--- config.mk ---
export PLATFORM = sky130hd
export DESIGN_NAME = emp_port
export DESIGN_NICKNAME = d
export VERILOG_FILES = /design/src/rtl/emp_pkg.sv /design/src/rtl/emp_select_decode.sv /design/src/rtl/emp_port.sv
export VERILOG_INCLUDE_DIRS = /design/src /design/src/rtl
export SDC_FILE = /design/constraint.sdc
export NUM_CORES = 1
export LEC_CHECK = 0
export BUFFER_PORTS_ARGS = -buffer_cell sky130_fd_sc_hd__buf_4
export CAP_MARGIN = 5
export CORE_ASPECT_RATIO = 1.75
export CORE_MARGIN = 8
export CORE_UTILIZATION = 49
export CTS_BUF_LIST = sky130_fd_sc_hd__clkbuf_8
export CTS_CLUSTER_DIAMETER = 80
export DETAILED_ROUTE_END_ITERATION = 6
export PLACE_DENSITY = 0.82
export SLEW_MARGIN = 20
export SYNTH_ARGS = -nofsm -noshare
export SYNTH_HDL_FRONTEND = slang
export SYNTH_SLANG_ARGS = --single-unit
--- constraint.sdc ---
create_clock -name sys_clk -period 1.5 [get_ports sys_clk]
set_input_delay 0.3 -clock sys_clk [delete_from_list [all_inputs] [get_ports sys_clk]]
set_output_delay 0.3 -clock sys_clk [all_outputs]
set_load 0.05 [all_outputs]
--- src/rtl/emp_params.svh ---
// Constants of the external memory port: widths, address ranges, access timing.
// Assumes inclusion by bare name from the package and the port modules.
`ifndef EMP_PARAMS_SVH
`define EMP_PARAMS_SVH

`define EMP_ADDR_W 16
`define EMP_DATA_W 24
`define EMP_PERIPH_LO 16'hFFC0
`define EMP_PERIPH_HI 16'hFFFF
`define EMP_STROBE_CYCLES 2'h2
`define EMP_CNT_ZERO 2'h0
`define EMP_CNT_ONE 2'h1
`define EMP_ADDR_RESET 16'h0000
`define EMP_DATA_RESET 24'h000000

`endif

--- src/rtl/emp_pkg.sv ---
// Types shared by the external memory port modules.
// Assumes emp_params.svh is on the include path.
`default_nettype none
`include "emp_params.svh"

package emp_pkg;

    typedef enum logic [1:0] {
        EMP_SP_PROG,
        EMP_SP_X,
        EMP_SP_Y
    } emp_space_t;

    typedef struct packed {
        logic valid;
        logic write;
        emp_space_t space;
        logic vector_fetch;
        logic [`EMP_ADDR_W-1:0] addr;
        logic [`EMP_DATA_W-1:0] wdata;
    } emp_req_t;

    typedef struct packed {
        logic program_space_sel_n;
        logic data_space_sel_n;
        logic xy_sel;
        logic periph_space_sel_n;
    } emp_sel_t;

    typedef struct packed {
        logic done;
        logic [`EMP_DATA_W-1:0] rdata;
    } emp_rsp_t;

endpackage

`default_nettype wire

--- src/rtl/emp_select_decode.sv ---
// Select decoder: turns an access request into the space select levels.
// Assumes the caller registers the result and gates it with the access phase.
`timescale 1ns/1ps
`default_nettype none
`include "emp_params.svh"

module emp_select_decode (
    // Request.
    input wire emp_pkg::emp_req_t req,
    input wire logic dev_mode,
    // Select levels.
    output emp_pkg::emp_sel_t sel
);
    import emp_pkg::*;

    always_comb begin
        sel = '{program_space_sel_n: 1'b1, data_space_sel_n: 1'b1,
                xy_sel: 1'b1, periph_space_sel_n: 1'b1};
        if (req.valid) begin
            unique case (req.space)
                EMP_SP_X: begin
                    sel.data_space_sel_n = 1'b0;
                end
                EMP_SP_Y: begin
                    sel.data_space_sel_n = 1'b0;
                    sel.xy_sel = 1'b0;
                    if (req.addr >= `EMP_PERIPH_LO && req.addr <= `EMP_PERIPH_HI) begin
                        sel.periph_space_sel_n = 1'b0;
                    end
                end
                default: begin
                    // Program space; vector marking only in development mode.
                    sel.program_space_sel_n = 1'b0;
                    sel.xy_sel = !(req.vector_fetch && dev_mode);
                end
            endcase
        end
    end

endmodule

`default_nettype wire

--- src/rtl/emp_port.sv ---
// External memory port: address, data and strobe pins toward external memory.
// Assumes a core that holds req until done and a testbench that resolves the pins.
`timescale 1ns/1ps
`default_nettype none
`include "emp_params.svh"

// Behaviour
// - Idle bus keeps last address driven.
// - Idle bus releases the data pins.
// - Reset three-states every port pin.
// - Program select only on program accesses.
// - Data select only on data accesses.
// - Program select changes with the address.
// - X data: prog high, data low, xy high.
// - Y data: prog high, data low, xy low.
// - Program: prog low, data high, xy high.
// - Dev-mode vector fetch: prog low, xy low.
// - Read strobe low; data captured at deassertion.
// - Write strobe low drives data; memory latches.
// - Peripheral select for Y FFC0 to FFFF.
// - Active low asserts low, high asserts high.
module emp_port (
    // Clock and reset.
    input wire logic sys_clk,
    input wire logic nrst,
    // Core request and answer.
    input wire emp_pkg::emp_req_t req,
    input wire logic dev_mode,
    output emp_pkg::emp_rsp_t rsp,
    output logic req_ready,
    // Address bus.
    output logic [`EMP_ADDR_W-1:0] addr_out,
    output logic addr_out_oe,
    // Data bus.
    input wire logic [`EMP_DATA_W-1:0] mem_data_i,
    output logic [`EMP_DATA_W-1:0] mem_data_o,
    output logic mem_data_oe,
    // Selects and strobes, one enable for the whole control group.
    output logic program_space_sel_n,
    output logic data_space_sel_n,
    output logic xy_sel,
    output logic periph_space_sel_n,
    output logic rd_strobe_n,
    output logic wr_strobe_n,
    output logic ctrl_oe
);
    import emp_pkg::*;

    typedef enum logic [1:0] {
        EMP_ST_IDLE,
        EMP_ST_STROBE,
        EMP_ST_DONE
    } emp_state_t;

    typedef struct packed {
        emp_state_t st;
        logic [1:0] cnt;
        logic out_en;
        logic write;
        logic [`EMP_ADDR_W-1:0] addr;
        logic [`EMP_DATA_W-1:0] wdata;
        emp_sel_t sel;
        logic rd_n;
        logic wr_n;
        emp_rsp_t rsp;
    } emp_port_state_t;

    emp_port_state_t s_q, s_d;
    emp_sel_t dec_sel;
    emp_sel_t idle_sel;

    assign idle_sel = '{program_space_sel_n: 1'b1, data_space_sel_n: 1'b1,
                        xy_sel: 1'b1, periph_space_sel_n: 1'b1};

    emp_select_decode u_dec (
        .req(req),
        .dev_mode(dev_mode),
        .sel(dec_sel)
    );

    assign req_ready = (s_q.st == EMP_ST_IDLE) && s_q.out_en;

    always_comb begin
        s_d = s_q;
        s_d.out_en = 1'b1;
        s_d.rsp.done = 1'b0;
        unique case (s_q.st)
            EMP_ST_IDLE: begin
                s_d.sel = idle_sel;
                if (req.valid && s_q.out_en) begin
                    s_d.addr = req.addr;
                    s_d.sel = dec_sel;
                    s_d.write = req.write;
                    s_d.wdata = req.wdata;
                    s_d.rd_n = req.write;
                    s_d.wr_n = !req.write;
                    s_d.cnt = `EMP_STROBE_CYCLES;
                    s_d.st = EMP_ST_STROBE;
                end
            end
            EMP_ST_STROBE: begin
                s_d.cnt = s_q.cnt - `EMP_CNT_ONE;
                if (s_q.cnt == `EMP_CNT_ONE) begin
                    s_d.rd_n = 1'b1;
                    s_d.wr_n = 1'b1;
                    s_d.st = EMP_ST_DONE;
                    if (!s_q.write) begin
                        s_d.rsp.rdata = mem_data_i;
                    end
                end
            end
            EMP_ST_DONE: begin
                s_d.rsp.done = 1'b1;
                s_d.sel = idle_sel;
                s_d.st = EMP_ST_IDLE;
            end
            default: begin
                s_d.st = EMP_ST_IDLE;
            end
        endcase
    end

    always_ff @(posedge sys_clk) begin
        if (!nrst) begin
            s_q <= '{st: EMP_ST_IDLE, cnt: `EMP_CNT_ZERO, out_en: 1'b0, write: 1'b0,
                     addr: `EMP_ADDR_RESET, wdata: `EMP_DATA_RESET,
                     sel: '{program_space_sel_n: 1'b1, data_space_sel_n: 1'b1,
                            xy_sel: 1'b1, periph_space_sel_n: 1'b1},
                     rd_n: 1'b1, wr_n: 1'b1,
                     rsp: '{done: 1'b0, rdata: `EMP_DATA_RESET}};
        end else begin
            s_q <= s_d;
        end
    end

    assign rsp = s_q.rsp;
    assign addr_out = s_q.addr;
    assign addr_out_oe = s_q.out_en;
    assign mem_data_o = s_q.wdata;
    assign mem_data_oe = s_q.out_en && (s_q.st == EMP_ST_STROBE) && s_q.write;
    assign program_space_sel_n = s_q.sel.program_space_sel_n;
    assign data_space_sel_n = s_q.sel.data_space_sel_n;
    assign xy_sel = s_q.sel.xy_sel;
    assign periph_space_sel_n = s_q.sel.periph_space_sel_n;
    assign rd_strobe_n = s_q.rd_n;
    assign wr_strobe_n = s_q.wr_n;
    assign ctrl_oe = s_q.out_en;

    property p_no_reserved;
        @(posedge sys_clk) disable iff (!nrst)
        !(!program_space_sel_n && !data_space_sel_n) &&
        !(program_space_sel_n && data_space_sel_n && !xy_sel);
    endproperty
    a_no_reserved: assert property (p_no_reserved) else $error("reserved select code");

    property p_idle_data_released;
        @(posedge sys_clk) disable iff (!nrst)
        (rd_strobe_n && wr_strobe_n) |-> !mem_data_oe;
    endproperty
    a_idle_data_released: assert property (p_idle_data_released) else $error("data driven idle");

    property p_addr_held;
        @(posedge sys_clk) disable iff (!nrst)
        (req_ready && !req.valid) |=> $stable(addr_out);
    endproperty
    a_addr_held: assert property (p_addr_held) else $error("address moved while idle");

    property p_write_drives;
        @(posedge sys_clk) disable iff (!nrst)
        !wr_strobe_n |-> (mem_data_oe && rd_strobe_n);
    endproperty
    a_write_drives: assert property (p_write_drives) else $error("write without data drive");

    property p_read_capture;
        @(posedge sys_clk) disable iff (!nrst)
        ($rose(rd_strobe_n) && s_q.st == EMP_ST_DONE) |->
            rsp.rdata == $past(mem_data_i);
    endproperty
    a_read_capture: assert property (p_read_capture) else $error("read data not captured");

    property p_strobe_width;
        @(posedge sys_clk) disable iff (!nrst)
        $fell(rd_strobe_n) |-> !rd_strobe_n [*2] ##1 rd_strobe_n;
    endproperty
    a_strobe_width: assert property (p_strobe_width) else $error("read strobe width wrong");

    property p_idle_selects_high;
        @(posedge sys_clk) disable iff (!nrst)
        (s_q.st == EMP_ST_IDLE && ctrl_oe) |->
            (program_space_sel_n && data_space_sel_n);
    endproperty
    a_idle_selects_high: assert property (p_idle_selects_high) else $error("select on idle");

    property p_periph;
        @(posedge sys_clk) disable iff (!nrst)
        !periph_space_sel_n |-> (!data_space_sel_n && !xy_sel && addr_out >= `EMP_PERIPH_LO);
    endproperty
    a_periph: assert property (p_periph) else $error("peripheral select outside Y I/O");

    property p_reset_tristate;
        @(posedge sys_clk) !nrst |=> (!addr_out_oe && !ctrl_oe && !mem_data_oe);
    endproperty
    a_reset_tristate: assert property (p_reset_tristate) else $error("pins driven in reset");

    property p_take_selects;
        @(posedge sys_clk) disable iff (!nrst)
        (req.valid && req_ready) |=>
            (addr_out == $past(req.addr)) && (program_space_sel_n != data_space_sel_n);
    endproperty
    a_take_selects: assert property (p_take_selects) else $error("selects not with address");

    property p_access_timing;
        @(posedge sys_clk) disable iff (!nrst)
        (req.valid && req_ready) |=>
            (!rd_strobe_n || !wr_strobe_n) [*2] ##1 (rd_strobe_n && wr_strobe_n) ##1 rsp.done;
    endproperty
    a_access_timing: assert property (p_access_timing) else $error("access timing wrong");

    property p_done_idle;
        @(posedge sys_clk) disable iff (!nrst)
        rsp.done |->
            (program_space_sel_n && data_space_sel_n && xy_sel && periph_space_sel_n && req_ready);
    endproperty
    a_done_idle: assert property (p_done_idle) else $error("selects active after access");

endmodule

`default_nettype wire

==> Yosys cells after proc, flatten, opt, wreduce, memory -nomap -nowiden <==
Cells that the tools add are included.
{ "totals": {"regBits": 77, "input_bits": 72, "output_inout_bits": 75} }
{ "classes": {"addsub": 1, "n_lt_le_gt_ge": 2, "n_eq_ne": 7, "mux": 20, "bitwise": 1, "reduce_logical": 17} }
{ "ops": {"columns": ["operator", "n"], "rows": [
  ["$mux 73", 1],
  ["$mux 24", 3],
  ["$mux 47", 1],
  ["$mux 41", 1],
  ["$ge 16x16->1 const B", 1],
  ["$le 16x16->1 const B", 1],
  ["$pmux 2 s2", 3],
  ["$mux 4", 2],
  ["$pmux 4 s2", 1],
  ["$eq 2x1->1 const B", 3],
  ["$logic_and 1x1->1", 6],
  ["$reduce_and 2->1", 3],
  ["$reduce_and 3->1", 2],
  ["$mux 1", 5],
  ["$eq 2x2->1 const B", 2],
  ["$mux 2", 2],
  ["$reduce_bool 2->1", 2],
  ["$logic_not 1->1", 2],
  ["$logic_not 2->1", 1],
  ["$ne 2x1->1 const B", 1],
  ["$ne 2x2->1 const B", 1],
  ["$pmux 1 s2", 1],
  ["$reduce_or 2->1", 1],
  ["$sub 2x1->2 const B", 1],
  ["$not 1->1", 1]
]} }

==> Depth between registers and ports, before layout <==
{ "depth": {"depth_word": 8, "depth_mapped": 7, "mapped_depth_nobuf": 5} }

==> Hierarchy <==
Synthesis repeated with hierarchy kept, for this count alone.
{ "unflattened": {"cells_unflattened": 409, "area_unflattened_um2": 3580.9} }
{ "modules_own_cells": {"columns": ["module", "instances", "cells_per_inst", "area_per_inst_um2", "seq_area_each_um2"], "rows": [
  ["emp_port", 1, 396, 3497.1, 1541.5],
  ["emp_select_decode", 1, 13, 83.8, 0.0]
]} }

==> Least setup slack after synthesis <==
Ideal clock, no wire load.
{ "synth_path": {"path_kind": "reg-to-output", "start": "reg s_q, in the netlist addr_out_oe", "end": "out req_ready", "arrival_time_ps": 1899, "setup_slack_ps": -699, "path_stages_with_launch": 2, "path_buffers": 0, "path_cell_list": "dfxtp_1 -> nor3b_1"} }
{ "synth_between": {"elab_chain_cells": 1} }
{ "synth_rtl": {"columns": ["element", "line", "source"], "rows": [
  ["start, declared", "emp_port.sv:68", "emp_port_state_t s_q, s_d;"],
  ["start signal, assigned", "emp_port.sv:125", "s_q <= '{st: EMP_ST_IDLE, cnt: `EMP_CNT_ZERO, out_en: 1'b0, write: 1'b0,"],
  ["$logic_and 1x1->1", "emp_port.sv:81", "assign req_ready = (s_q.st == EMP_ST_IDLE) && s_q.out_en;"],
  ["end, declared", "emp_port.sv:30", "output logic req_ready,"]
]} }
No other way between the ends.

==> Final worst setup path <==
{ "layout_path": {"start": "reg s_q[76] (netlist name)", "end": "out mem_data_oe"} }
{ "layout_between": {"elab_chain_cells": 3} }
{ "layout_rtl": {"columns": ["element", "line", "source"], "rows": [
  ["$eq 2x1->1", "emp_port.sv:140", "assign mem_data_oe = s_q.out_en && (s_q.st == EMP_ST_STROBE) && s_q.write;"],
  ["$logic_and 1x1->1 (2 in series)", "emp_port.sv:140", null],
  ["end, declared", "emp_port.sv:37", "output logic mem_data_oe,"]
]} }
No other way between the ends.

==> impl_metrics.toml <==
[status]
status = "finished, violations left"
violations = "negative setup slack"

[clock_tree]
clock_latency_ps = 350
cts_htree_levels = 3
clk_pin_slew_ps = 70
ctsHoldBuffers = 0
cts_tree = "done"
clock_path_buffers = 2
clockRootBuffer = "clkbuf_8"
cts_sinks = 77
numCtsBuffers = 9

[sta]
drv_slew = 0
slew_headroom_pct = 80.6
layout_min_cycle_time_ps = 1520
tightest_slew_ps = 288
setup_viol = 2
fin_crit_sh_pct = 101
hold_viol_final = 0
tns_ps = -18.2
rsz0062_at_grt = "yes"
fin_skew_ps = 5.07
fmax_mhz = 659
timing.final.ws_setup_ps = -18.0
hold_slack_ps = 181

[detailed_routing]
vias = 2846
wl_per_cell_um = 15.2
dr.pass1.iters = 4
remaining_drc_errors = 0
drt_iter0_drc = 79
ant_nets = 0
drt_wl_total_um = 8860
vias_per_cell = 4.89

[logic_synthesis]
synth_top_area_cell = "dfxtp_1"
syn_area_sq_mm = 0.00348
yosys-top-cells-area = "dfxtp_1, buf_4, nand2_1, a21boi_1, a21boi_0"
ys_types = 29
yosysSeqAreaShare_pct = 44.3
syn_area_per_cell_sq_um = 8.57
syn_nets = 481
synth_warnings = 0
synth_seq_cells = 77
syn_inst = 406
synth_top_area_share_pct = 44.3

[power]
vdd_drop_max_mv = 0.738
power_density_mw_per_mm2 = 1040
p_leak_nw = 1.97
p_total_mw = 4.69

[die]
io_pins = 147
start_util_pct = 50.7
die_x_um = 79.7
dieHeight_um = 127
core.rowCount = 40
die_area_sq_mm = 0.0102
core-area_sq_mm = 0.00686

[global_route]
grt_pass1_wl_um = 13700
grt_max_degree = 36
first_global_vias = 2874
grt_usage_pct = 17.3
grt-ovfl-total = 0
antenna_found_initial = 0

[critical_path]
critPathKind = "register to output pin"
end_kind = "output pin"
worstSetupStartpointType = "register"
required_ps = 1200
cp.arrival_ps = 1220
worstPathMaxFanout = 6

[place]
place.gp.congestion = 0.780
io_buffers = 146
place_inst = 559
hpwl_um = 6830

[layout]
fin_util_pct = 65.5
area_growth_pct = 29.0
instances_no_fill = 582
nFillCells = 564
drive_gt1_share_pct = 38.0
diodes = 0
layout.nets = 568

[hold_path]
worstHoldPathType = "primary input to register"

[flow_run]
cap_viol_max_count = 0
[logic make-up after synthesis]
group | count (synthesis) | share of synthesized area [%]
adder cells (fa/ha/maj) | 3 | 1.08
flip-flops | 77 | 44.3
AND/OR/NAND/NOR | 155 | 18.8
buffers and inverters | 95 | 19.8
AO/OA/AOI/OAI | 76 | 16.0
[metal layers]
metal  vias up  wire length, um  global-route usage (%)
li1       1416                -                       -
met1      1307             3010                    15.4
met2       101             4780                    30.4
met3        22              728                    7.23
met4         0              339                    11.3
met5         -                0                       0
[stage by stage]
step,instance area [sq um],worst slack [ps]
3_5_place_dp,4170,94.7
3_3_place_gp,4170,156
4_1_cts,4440,-44.4
6_report,4490,-18.0
2_1_floorplan,3490,8.87
5_1_grt,4490,-100
[what timing repair did]
action,CTS,global route
setup buffers,4,2
endpoints found under the setup margin,2,35
resized for setup,6,7
gates cloned,0,1
pin swaps,1,1
[area by class of cell]
| type | instances | area, sq um | area share (%) |
|---|---|---|---|
| inverters | 5 | 18.8 | 0.418 |
| clock buffers | 11 | 151 | 3.37 |
| flip-flops and latches | 77 | 1550 | 34.5 |
| repair buffers | 166 | 1300 | 29.0 |
| clock inverters | 5 | 73.8 | 1.64 |
| multi-input cells | 234 | 1290 | 28.7 |
| well taps | 84 | 105 | 2.34 |
[Yosys cell counts]
library cell / number
inv_1: 5
o2bb2ai_1: 1
nor2_1: 3
buf_4: 69
a21boi_1: 34
nor4b_1: 1
clkbuf_1: 7
o21ai_0: 4
a31oi_1: 4
nor4bb_1: 1
nand2_1: 133
and4bb_1: 1
nand4_1: 3
o22ai_1: 1
and3b_1: 1
buf_2: 5
o21a_1: 1
buf_6: 9
or2b_1: 1
and3_1: 2
nor3b_1: 2
dfxtp_1: 77
a21boi_0: 31
nor4_1: 1
nand4bb_1: 2
ha_1: 3
and2_1: 2
nand3_1: 1
nor3_1: 1
[power by group]
part,switching [mW],total (mW),internal (mW)
clock network,0.732,1.75,1.02
logic,0.455,0.786,0.331
registers,0.0404,2.16,2.12
total,1.23,4.69,3.46
[placed cells by master, fill, tap and decap left out, drive strengths merged, types with 2 or more instances in the layout]
cell,instances
buf,165
nand2,133
dfxtp,77
a21boi,65
clkbuf,12
inv,6
o21ai,4
a31oi,4
nand4,3
ha,3
nor2,3
and3,2
and2,2
clkinv,2
bufinv,2
nor3b,2
nand4bb,2
[flip-flops by register name, summed over array words and instances (netlist names)]
register             count
rd_strobe_n              1
periph_space_sel_n       1
data_space_sel_n         1
rsp                     25
wr_strobe_n              1
addr_out_oe              1
xy_sel                   1
s_q                      5
program_space_sel_n      1
addr_out                16
mem_data_o              24
[worst max-delay path, stage by stage (launching register included)]
cell	delay, ps
dfxtp_4	360
or2b_1	250
nor2_2	100
buf_6	160
[final timing paths]
path                              from  slack [ps]                         to  depth (start not counted)
max               s_q[76]$_SDFFE_PN0P_         -20                mem_data_oe                          3
min                            req[43]         180   wr_strobe_n$_SDFFE_PN1P_                          2
max reg2reg       s_q[75]$_SDFFE_PN0P_          20        rsp[0]$_SDFFE_PN0P_                          7
min reg2reg  addr_out[15]$_SDFFE_PN0P_         450  addr_out[15]$_SDFFE_PN0P_                          2
Note: power is estimated with default switching activity, not from simulation.
